===== config.mk =====
export PLATFORM = sky130hd
export DESIGN_NAME = sac_conv_ctrl
export DESIGN_NICKNAME = d
export VERILOG_FILES = /design/src/rtl/sac_pkg.sv /design/src/rtl/sac_conv_ctrl.sv
export VERILOG_INCLUDE_DIRS = /design/src /design/src/rtl
export SDC_FILE = /design/constraint.sdc
export NUM_CORES = 1
export LEC_CHECK = 0
export BUFFER_PORTS_ARGS = -buffer_cell sky130_fd_sc_hd__buf_4
export CORE_MARGIN = 1.5
export CORE_UTILIZATION = 45
export DETAILED_ROUTE_END_ITERATION = 10
export PLACE_DENSITY = 0.73
export SLEW_MARGIN = 20
export SYNTH_ARGS = -nofsm -noshare
export SYNTH_HDL_FRONTEND = slang
export SYNTH_SLANG_ARGS = --single-unit
export TNS_END_PERCENT = 100

===== constraint.sdc =====
create_clock -name sys_clk -period 3 [get_ports sys_clk]
set_input_delay 0.3 -clock sys_clk [delete_from_list [all_inputs] [get_ports sys_clk]]
set_output_delay 0.3 -clock sys_clk [all_outputs]
set_load 0.01 [all_outputs]

===== src/rtl/sac_defines.svh =====
// Purpose : timing counts, bit positions and reset values of the conversion control
// Assumes : sys_clk at 100 MHz (10 ns period)
// Notes   : counts are serial clock rising edges unless named as cycles
`ifndef SAC_DEFINES_SVH
`define SAC_DEFINES_SVH

`define SAC_RESULT_W        10
`define SAC_CNT_W           5
`define SAC_EDGE_MSB        5'h04
`define SAC_EDGE_LSB        5'h0D
`define SAC_EDGE_TRACK      5'h0E
`define SAC_EDGE_SUB_HIGH   5'h0E
`define SAC_EDGE_SUB_LOW    5'h0F
`define SAC_EDGE_LAST       5'h10
`define SAC_EDGE_PPD_FIRST  5'h04
`define SAC_SAR_RESET       10'h200
`define SAC_RESTART_EDGES   5'h10
`define SAC_CLK_PERIOD_NS   10
`define SAC_ACQ_NS          125
`define SAC_ACQ_CYC         ((`SAC_ACQ_NS + `SAC_CLK_PERIOD_NS - 1) / `SAC_CLK_PERIOD_NS)

`endif


===== src/rtl/sac_pkg.sv =====
// Purpose : types shared by the conversion control
// Assumes : sac_defines.svh gives the widths
// Notes   : none
`include "sac_defines.svh"

package sac_pkg;

  // gray coded along acquire -> convert -> done
  typedef enum logic [1:0] {
    SAC_ACQ  = 2'h0,
    SAC_CONV = 2'h1,
    SAC_DONE = 2'h3
  } sac_state_e;

  typedef enum logic [1:0] {
    SAC_PWR_NORMAL  = 2'h0,
    SAC_PWR_PARTIAL = 2'h1,
    SAC_PWR_FULL    = 2'h2
  } sac_pwr_e;

  typedef struct packed {
    logic                      bipolar;
    logic [`SAC_RESULT_W-1:0]  code;
  } sac_result_s;

endpackage


===== src/rtl/sac_conv_ctrl.sv =====
// Purpose : conversion sequencing of a 10-bit serial successive-approximation converter
// Assumes : serial clock and convert-start are asynchronous pins, compIn is on-chip logic
// Notes   : serial clock must be well below sys_clk/4 so each edge is seen after synchronising
// How it works
// - convert-start falling edge holds the sample and starts a conversion
// - data output changes only on convert-start falling edges and serial clock rising edges, one bit per rising edge
// - a conversion takes sixteen serial clock periods, paced by the host clock
// - track/hold returns to tracking on the fourteenth rising edge
// - at power-up the track/hold tracks immediately
// - between conversions the block idles in done; a start rise or float in done, or a power-down request, moves it to acquisition
// - leaving partial power-down costs sixteen serial clock restart edges
// - successive approximation resolves a 10-bit result sent serially
// - only serial clock, convert-start and data output form the link
// - three leading zeros, MSB at fourth rising edge, then two sub-bits
// - start low past sixteenth falling edge floats data on next rising edge
// - convert-start falling edge drives data output actively low
// - unipolar codes straight binary, bipolar codes two's complement
`timescale 1ns/1ps
`include "sac_defines.svh"

module sac_conv_ctrl
  import sac_pkg::*;
(
  input  wire logic                     sys_clk,
  input  wire logic                     rst,
  input  wire logic                     serialClkPin,
  input  wire logic                     convertStartIn,
  input  wire logic                     bipolarPin,
  input  wire logic                     compIn,
  input  wire logic                     resultReady,
  output logic                          dataOut,
  output logic                          dataOutEn,
  output logic                          trackMode,
  output logic [`SAC_RESULT_W-1:0]      dacCode,
  output sac_pwr_e                      powerMode,
  output logic                          restartBusy,
  output sac_result_s                   resultWord,
  output logic                          resultValid,
  output logic                          resultBufReady
);

  ////////////////////////////////////////////////////////////////////////////////
  // pin synchronisers: the first stage feeds only the second
  logic                    sclkS1_q, sclkS2_q, sclkPrev_q;
  logic                    cnvS1_q, cnvS2_q, cnvPrev_q;
  logic                    bipS1_q, bipS2_q;

  always_ff @(posedge sys_clk) begin
    sclkS1_q   <= serialClkPin;
    sclkS2_q   <= sclkS1_q;
    sclkPrev_q <= sclkS2_q;
    cnvS1_q    <= convertStartIn;
    cnvS2_q    <= cnvS1_q;
    cnvPrev_q  <= cnvS2_q;
    bipS1_q    <= bipolarPin;
    bipS2_q    <= bipS1_q;
  end

  // edge detect on the second stage only
  wire sclkRise = sclkS2_q & ~sclkPrev_q;
  wire sclkFall = ~sclkS2_q & sclkPrev_q;
  wire cnvFall  = ~cnvS2_q & cnvPrev_q;
  wire cnvRise  = cnvS2_q & ~cnvPrev_q;

  ////////////////////////////////////////////////////////////////////////////////
  // state and edge count registers
  sac_state_e               state_q, state_d;
  logic [`SAC_CNT_W-1:0]    edgeCnt_q;
  logic                     floatArm_q;
  logic                     dataOut_q, dataOutEn_q, trackMode_q;
  logic [`SAC_RESULT_W-1:0] sarCode_q;
  sac_pwr_e                 powerMode_q;
  logic [`SAC_CNT_W-1:0]    restartCnt_q;
  logic                     bipolar_q;

  // edge number that this rising edge makes, counted from the start
  wire [`SAC_CNT_W-1:0] edgeNext   = edgeCnt_q + `SAC_CNT_W'(1);
  wire                  inConv     = (state_q == SAC_CONV);
  wire                  convRise   = inConv & sclkRise;
  wire                  isDataEdge = (edgeNext >= `SAC_EDGE_MSB) && (edgeNext <= `SAC_EDGE_LSB);
  wire                  isMsbEdge  = (edgeNext == `SAC_EDGE_MSB);
  wire                  isSubEdge  = (edgeNext == `SAC_EDGE_SUB_HIGH) || (edgeNext == `SAC_EDGE_SUB_LOW);
  wire                  reachTrack = convRise && (edgeNext == `SAC_EDGE_TRACK);
  wire                  reachLast  = convRise && (edgeNext == `SAC_EDGE_LAST);
  // start raised after the 3rd and before the 14th edge asks for lower power
  wire                  ppdRequest = inConv && cnvRise && (edgeCnt_q >= 5'h03) && (edgeCnt_q < `SAC_EDGE_TRACK);
  wire                  pwrExit    = reachTrack && (powerMode_q != SAC_PWR_NORMAL);
  wire                  floatNow   = floatArm_q && (sclkRise || cnvRise) && !cnvFall;

  // bit presented on this edge: zeros, result MSB first, sub-bits, trailing zero
  wire msbFlip  = isMsbEdge & bipolar_q;
  wire bitValue = (isDataEdge | isSubEdge) ? (compIn ^ msbFlip) : 1'b0;

  ////////////////////////////////////////////////////////////////////////////////
  // sequencer next state; a new start wins over anything else
  always_comb begin
    state_d = state_q;
    case (state_q)
      SAC_ACQ: begin
        if (cnvFall) state_d = SAC_CONV;
      end
      SAC_CONV: begin
        if (cnvFall)         state_d = SAC_CONV;
        else if (ppdRequest) state_d = SAC_ACQ;
        else if (reachLast)  state_d = SAC_DONE;
      end
      SAC_DONE: begin
        if (cnvFall)       state_d = SAC_CONV;
        else if (floatNow) state_d = SAC_ACQ;
        else if (cnvRise)  state_d = SAC_ACQ;
      end
      default: state_d = SAC_ACQ;
    endcase
  end

  always_ff @(posedge sys_clk) begin
    if (rst) state_q <= SAC_ACQ;
    else     state_q <= state_d;
  end

  // rising edge counter, cleared by each start
  always_ff @(posedge sys_clk) begin
    if (rst)                               edgeCnt_q <= '0;
    else if (cnvFall)                      edgeCnt_q <= '0;
    else if (convRise)                     edgeCnt_q <= edgeNext;
  end

  ////////////////////////////////////////////////////////////////////////////////
  // track/hold: tracking from power-up, hold at start, tracking at 14th edge
  always_ff @(posedge sys_clk) begin
    if (rst)             trackMode_q <= 1'b1;
    else if (cnvFall)    trackMode_q <= 1'b0;
    else if (reachTrack) trackMode_q <= 1'b1;
  end

  // data pin: driven low at start, updated only on rising edges
  always_ff @(posedge sys_clk) begin
    if (rst) begin
      dataOut_q   <= 1'b0;
      dataOutEn_q <= 1'b0;
    end else if (cnvFall) begin
      dataOut_q   <= 1'b0;
      dataOutEn_q <= 1'b1;
    end else if (ppdRequest || floatNow) begin
      dataOutEn_q <= 1'b0;
    end else if (convRise) begin
      dataOut_q   <= bitValue;
    end else if (state_q == SAC_DONE && sclkRise) begin
      dataOut_q   <= 1'b0;
    end
  end

  // float is armed by a falling edge seen at or after the 16th with start still low
  always_ff @(posedge sys_clk) begin
    if (rst || cnvFall)                               floatArm_q <= 1'b0;
    else if (state_q == SAC_DONE && sclkFall && !cnvS2_q) floatArm_q <= 1'b1;
    else if (state_q != SAC_DONE)                     floatArm_q <= 1'b0;
  end

  ////////////////////////////////////////////////////////////////////////////////
  // successive approximation: one decision per data edge, next trial bit set
  logic [`SAC_RESULT_W-1:0] sarCode_d;
  wire  [`SAC_RESULT_W-1:0] sarReset = `SAC_SAR_RESET;   // start code: only the top trial bit set
  genvar gi;
  generate
    for (gi = 0; gi < `SAC_RESULT_W; gi++) begin : g_sar
      wire decide = convRise && (edgeNext == (`SAC_EDGE_LSB - `SAC_CNT_W'(gi)));
      wire trial;
      if (gi == `SAC_RESULT_W-1) begin : g_top
        assign trial = 1'b0;
      end else begin : g_low
        assign trial = convRise && (edgeNext == (`SAC_EDGE_LSB - `SAC_CNT_W'(gi + 1)));
      end
      assign sarCode_d[gi] = cnvFall ? sarReset[gi] :
                             decide  ? compIn :
                             trial   ? 1'b1 : sarCode_q[gi];
    end
  endgenerate

  always_ff @(posedge sys_clk) begin
    if (rst) sarCode_q <= `SAC_SAR_RESET;
    else     sarCode_q <= sarCode_d;
  end

  // coding sense is caught at each start, never mid-conversion
  always_ff @(posedge sys_clk) begin
    if (rst)          bipolar_q <= 1'b0;
    else if (cnvFall) bipolar_q <= bipS2_q;
  end

  ////////////////////////////////////////////////////////////////////////////////
  // power modes: each early raise steps one mode deeper until full, a conversion reaching the 14th edge wakes up
  always_ff @(posedge sys_clk) begin
    if (rst)                                            powerMode_q <= SAC_PWR_NORMAL;
    else if (pwrExit)                                   powerMode_q <= SAC_PWR_NORMAL;
    else if (ppdRequest && powerMode_q == SAC_PWR_NORMAL) powerMode_q <= SAC_PWR_PARTIAL;
    else if (ppdRequest)                                powerMode_q <= SAC_PWR_FULL;
  end

  // restart latency after partial power-down, counted in serial clock edges;
  // the busy flag is registered from the next count so the pin comes from a flop
  logic [`SAC_CNT_W-1:0] restartCnt_d;
  logic                  restartBusy_q;
  wire                   restartLoad = pwrExit && (powerMode_q == SAC_PWR_PARTIAL);
  wire                   restartStep = sclkRise && (restartCnt_q != '0);

  assign restartCnt_d = restartLoad ? `SAC_RESTART_EDGES :
                        restartStep ? restartCnt_q - `SAC_CNT_W'(1) : restartCnt_q;

  always_ff @(posedge sys_clk) begin
    if (rst) begin
      restartCnt_q  <= '0;
      restartBusy_q <= 1'b0;
    end else begin
      restartCnt_q  <= restartCnt_d;
      restartBusy_q <= (restartCnt_d != '0);
    end
  end

  ////////////////////////////////////////////////////////////////////////////////
  // two-entry result buffer; slot 0 is the head so the output is a flop
  sac_result_s slot_q [2];
  logic [1:0]  fill_q, fill_d;
  wire         lsbDone  = convRise && (edgeNext == `SAC_EDGE_LSB);
  wire         wordOk   = (powerMode_q == SAC_PWR_NORMAL) && (restartCnt_q == '0);
  wire         pushReq  = lsbDone && wordOk;
  wire         doPush   = pushReq && (fill_q != 2'h2);   // full buffer drops the word
  wire         doPop    = resultReady && (fill_q != 2'h0);
  wire [1:0]   afterPop = fill_q - {1'b0, doPop};
  sac_result_s newWord;
  logic        resultValid_q, bufReady_q;

  assign newWord.bipolar = bipolar_q;
  // bipolar words leave in two's complement: the offset-binary top bit is inverted
  assign newWord.code    = {sarCode_q[`SAC_RESULT_W-1] ^ bipolar_q, sarCode_q[`SAC_RESULT_W-2:1], compIn};
  assign fill_d          = afterPop + {1'b0, doPush};

  always_ff @(posedge sys_clk) begin
    if (rst) begin
      fill_q        <= 2'h0;
      resultValid_q <= 1'b0;
      bufReady_q    <= 1'b1;
      slot_q[0]     <= '0;
      slot_q[1]     <= '0;
    end else begin
      fill_q        <= fill_d;
      resultValid_q <= (fill_d != 2'h0);
      bufReady_q    <= (fill_d != 2'h2);
      if (doPop) slot_q[0] <= slot_q[1];
      if (doPush) slot_q[afterPop[0]] <= newWord;
    end
  end

  ////////////////////////////////////////////////////////////////////////////////
  // outputs straight from flops
  assign dataOut        = dataOut_q;
  assign dataOutEn      = dataOutEn_q;
  assign trackMode      = trackMode_q;
  assign dacCode        = sarCode_q;
  assign powerMode      = powerMode_q;
  assign restartBusy    = restartBusy_q;
  assign resultWord     = slot_q[0];
  assign resultValid    = resultValid_q;
  assign resultBufReady = bufReady_q;
endmodule // sac_conv_ctrl


==> results.toml <==
[timing]
rsz0062_at_grt = "no"
slew_violations = 0
setup_viol_count_final = 0
relSlewSlack_pct = 51.2
hold_violations = 0
min_period_ps = 2530
clock_skew_ps = 5.76
period_share_pct = 84.2
fmax_mhz = 396
setup-tns-final_ps = 0
worstMarginPinSlew_ps = 730
fin_ws_ps = 474

[critical_path]
cp-end-kind = "flop"
cp_cell_sequence = "ha_1 > and4_1 > o21a_1 > o21ai_0 > nor2_1 > ha_1 > xor2_1 > and2_1 > nor3_1 > or2_2"
reg2reg_to = "resultValid"
crit_top_cell = "ha_1"
cpMaxStageDelayCell = "dfxtp_1"
max_stage_delay_ps = 560
worstSetupStartpointType = "flop"
crit_type = "flop to flop"
ff2ff_setup_slack_ps = 470
regToRegStartpoint = "edgeCnt_q[1]"
arrival_ps = 2750
worstPathMaxFanout = 13
crit_required_ps = 3230
reg2reg_depth = 10

[finish]
multiInputGateArea_sq_um = 1500
n_fill_cell = 622
layout_commonest_cell = "dfxtp_1"
areaGrowthSynthToFinish_pct = 15.8
nNetsFinal = 372
final_cell_mix = "dfxtp_1, buf_4, inv_1"
seq_area_sq_um = 1500
layout-drive-gt1-share_pct = 20.6
post-route-util_pct = 54.4
diodes = 0
fin_area_sq_um = 3740

[synthesis]
ys_seq_elements = 64
yosysTopAreaCell = "dfxtp_1"
synthCells = 328
synth_edf_count = 22
synth_area_per_cell_sq_um = 9.84
syn_area_sq_um = 3230
synth.top_cell.area_share_pct = 26.1
synth_cell_types = 60
yosysWarnings = 0
synth_area_leaders = "dfxtp_1, edfxtp_1, mux2i_1"
synthAdderAreaFrac_pct = 3.88
synthArstFlopShare_pct = 0
yosys.area_share.simple_pct = 20.1
synth_compound_area_share_pct = 15.6
syn_nets = 345
synthFlopType = "dfxtp_1"
synth_top_family_by_area = "simple AND/OR/NAND/NOR gates"
synth_seq_area_share_pct = 46.5
synth_xor_area_share_pct = 2.17
muxShareOfSynthArea_pct = 4.65

[run]
maxCapViolations = 0

[place]
place.detailed.hpwl_mm = 4.75
dp_slack_ps = 498
placed_cell_area_sq_um = 3520
routabilityCongestion = 0.872
io_buffers = 35

[clock_network]
cts_tree = "yes"
ctsRootBufferMaster = "clkbuf_8"
holdBufCountCts = 0
cts.sinks = 64
clock_latency_ps = 340
ctsHtreeMaxLevel = 3
clock_path_buffers = 2
cts.clk_slew.worst_paths_ps = 70
postCtsSetupBuffers = 0
cts_inserted_buffers = 9
cts_resized = 0

[worst_hold_path]
min_path_cells = 1
holdPathEnd = "cnvS1_q"
hold_path.class = "primary input to flop"
hold_start = "convertStartIn"

[power]
p_leak_nw = 1.53
powerDensity_nw_per_um2 = 568
total_power_w = 0.00212
peakVddDrop_v = 0.000287

[route]
via_count = 2474
drc = 0
viasPerCell = 5.43
routed_wl_mm = 6.45
wire_per_inst_um = 14.1
dr.pass1.iters = 4
first_iter_violations = 149
antenna_left = 0

[global_routing]
gr-total-overflow = 0
grt_start_max_net_pins = 21
antenna_found_initial = 0
grt_pass1_wl_mm = 11.0
grt_pass1_vias = 2398
grt.total_usage_pct = 18.5

[die]
die_h_um = 87.7
num_rows = 30
fp.dieArea_sq_um = 7690
start_util_pct = 47.0
fp.dieW_um = 87.7
core_sq_um = 6870
io_pins = 36

[run_status]
status = "finished clean"
==> critical path: cells and delay by family (launching register included) <==
family	cells	cell delay (ps)
fa+ha+maj	2	470
simple gates	5	870
xor+xnor	1	170
flops	1	560
compound gates	2	350
==> per-layer routing <==
metal  global-route usage [%]  vias to the layer above  routed length [um]
met2                     31.5                       51                3150
met4                     6.93                        0                  57
met5                        0                        -                   0
met3                     4.24                        7                 259
li1                         -                     1233                   -
met1                     22.7                     1183                2980
==> cells in the mapped netlist, types with 3 or more instances <==
library cell and n:
dfxtp_1 42, inv_1 23, edfxtp_1 22, nand2_1 22, nor2_1 16, mux2i_1 15, a21oi_1 13, and2_1 13
clkbuf_1 11, ha_1 10, nand3_1 9, or2_2 9, buf_4 8, a31oi_1 7, nor3_1 7, o21ai_0 7
nor2b_1 6, buf_2 5, nand2b_1 5, nand4_1 5, o211ai_1 5, a311oi_1 4, nor3b_1 4, xnor2_1 4
xor2_1 4, a41o_1 3, a41oi_1 3, nand3b_1 3, or3_1 3, or3b_2 3
==> worst max path at each step <==
stage / startpoint / cells past startpoint / slack [ps] / end
final: edgeCnt_q[1] / 10 / 470 / resultValid
after floorplan: edgeCnt_q[0] / 8 / 550 / slot_q[0][0]
after global routing: edgeCnt_q[1] / 10 / 240 / resultValid
after detailed placement: edgeCnt_q[1] / 10 / 500 / resultValid
after global placement: edgeCnt_q[1] / 10 / 580 / resultValid
after CTS: edgeCnt_q[1] / 10 / 490 / resultValid
==> logic make-up (layout without fill, tap and decap cells) <==
family,count (synthesis),after routing
buf+inv,49,81
xor+xnor,8,8
fa+ha+maj,10,10
flops,64,64
mux,15,15
simple gates,115,115
compound gates,67,67
==> layout make-up <==
type	instances	area share, %
Clock buffer	14	4.92
Clock inverter	2	0.938
Inverter	24	2.41
Multi-Input combinational cell	215	40.1
Sequential cell	64	40.2
Tap cell	96	3.22
Timing Repair Buffer	41	8.24
==> through the flow <==
step	hold WS, ps	std cells
final	64.2	456
after global routing	45.7	456
after CTS	47.4	456
after detailed placement	319	440
after global placement	311	440
after floorplan	310	328
==> sequential cells by signal, indices dropped and copies added (netlist names), 2 cells and up <==
name          flops
slot_q           22
state_q           2
edgeCnt_q         5
powerMode         2
restartCnt_q      5
dacCode          10
fill_q            2
==> where the power goes <==
group          switching (W)  total (W)  internal, W
logic               0.000180   0.000343     0.000163
registers          0.0000382   0.000994     0.000956
clock network       0.000306   0.000785     0.000479
No activity file was read; power rests on OpenSTA's default activity.
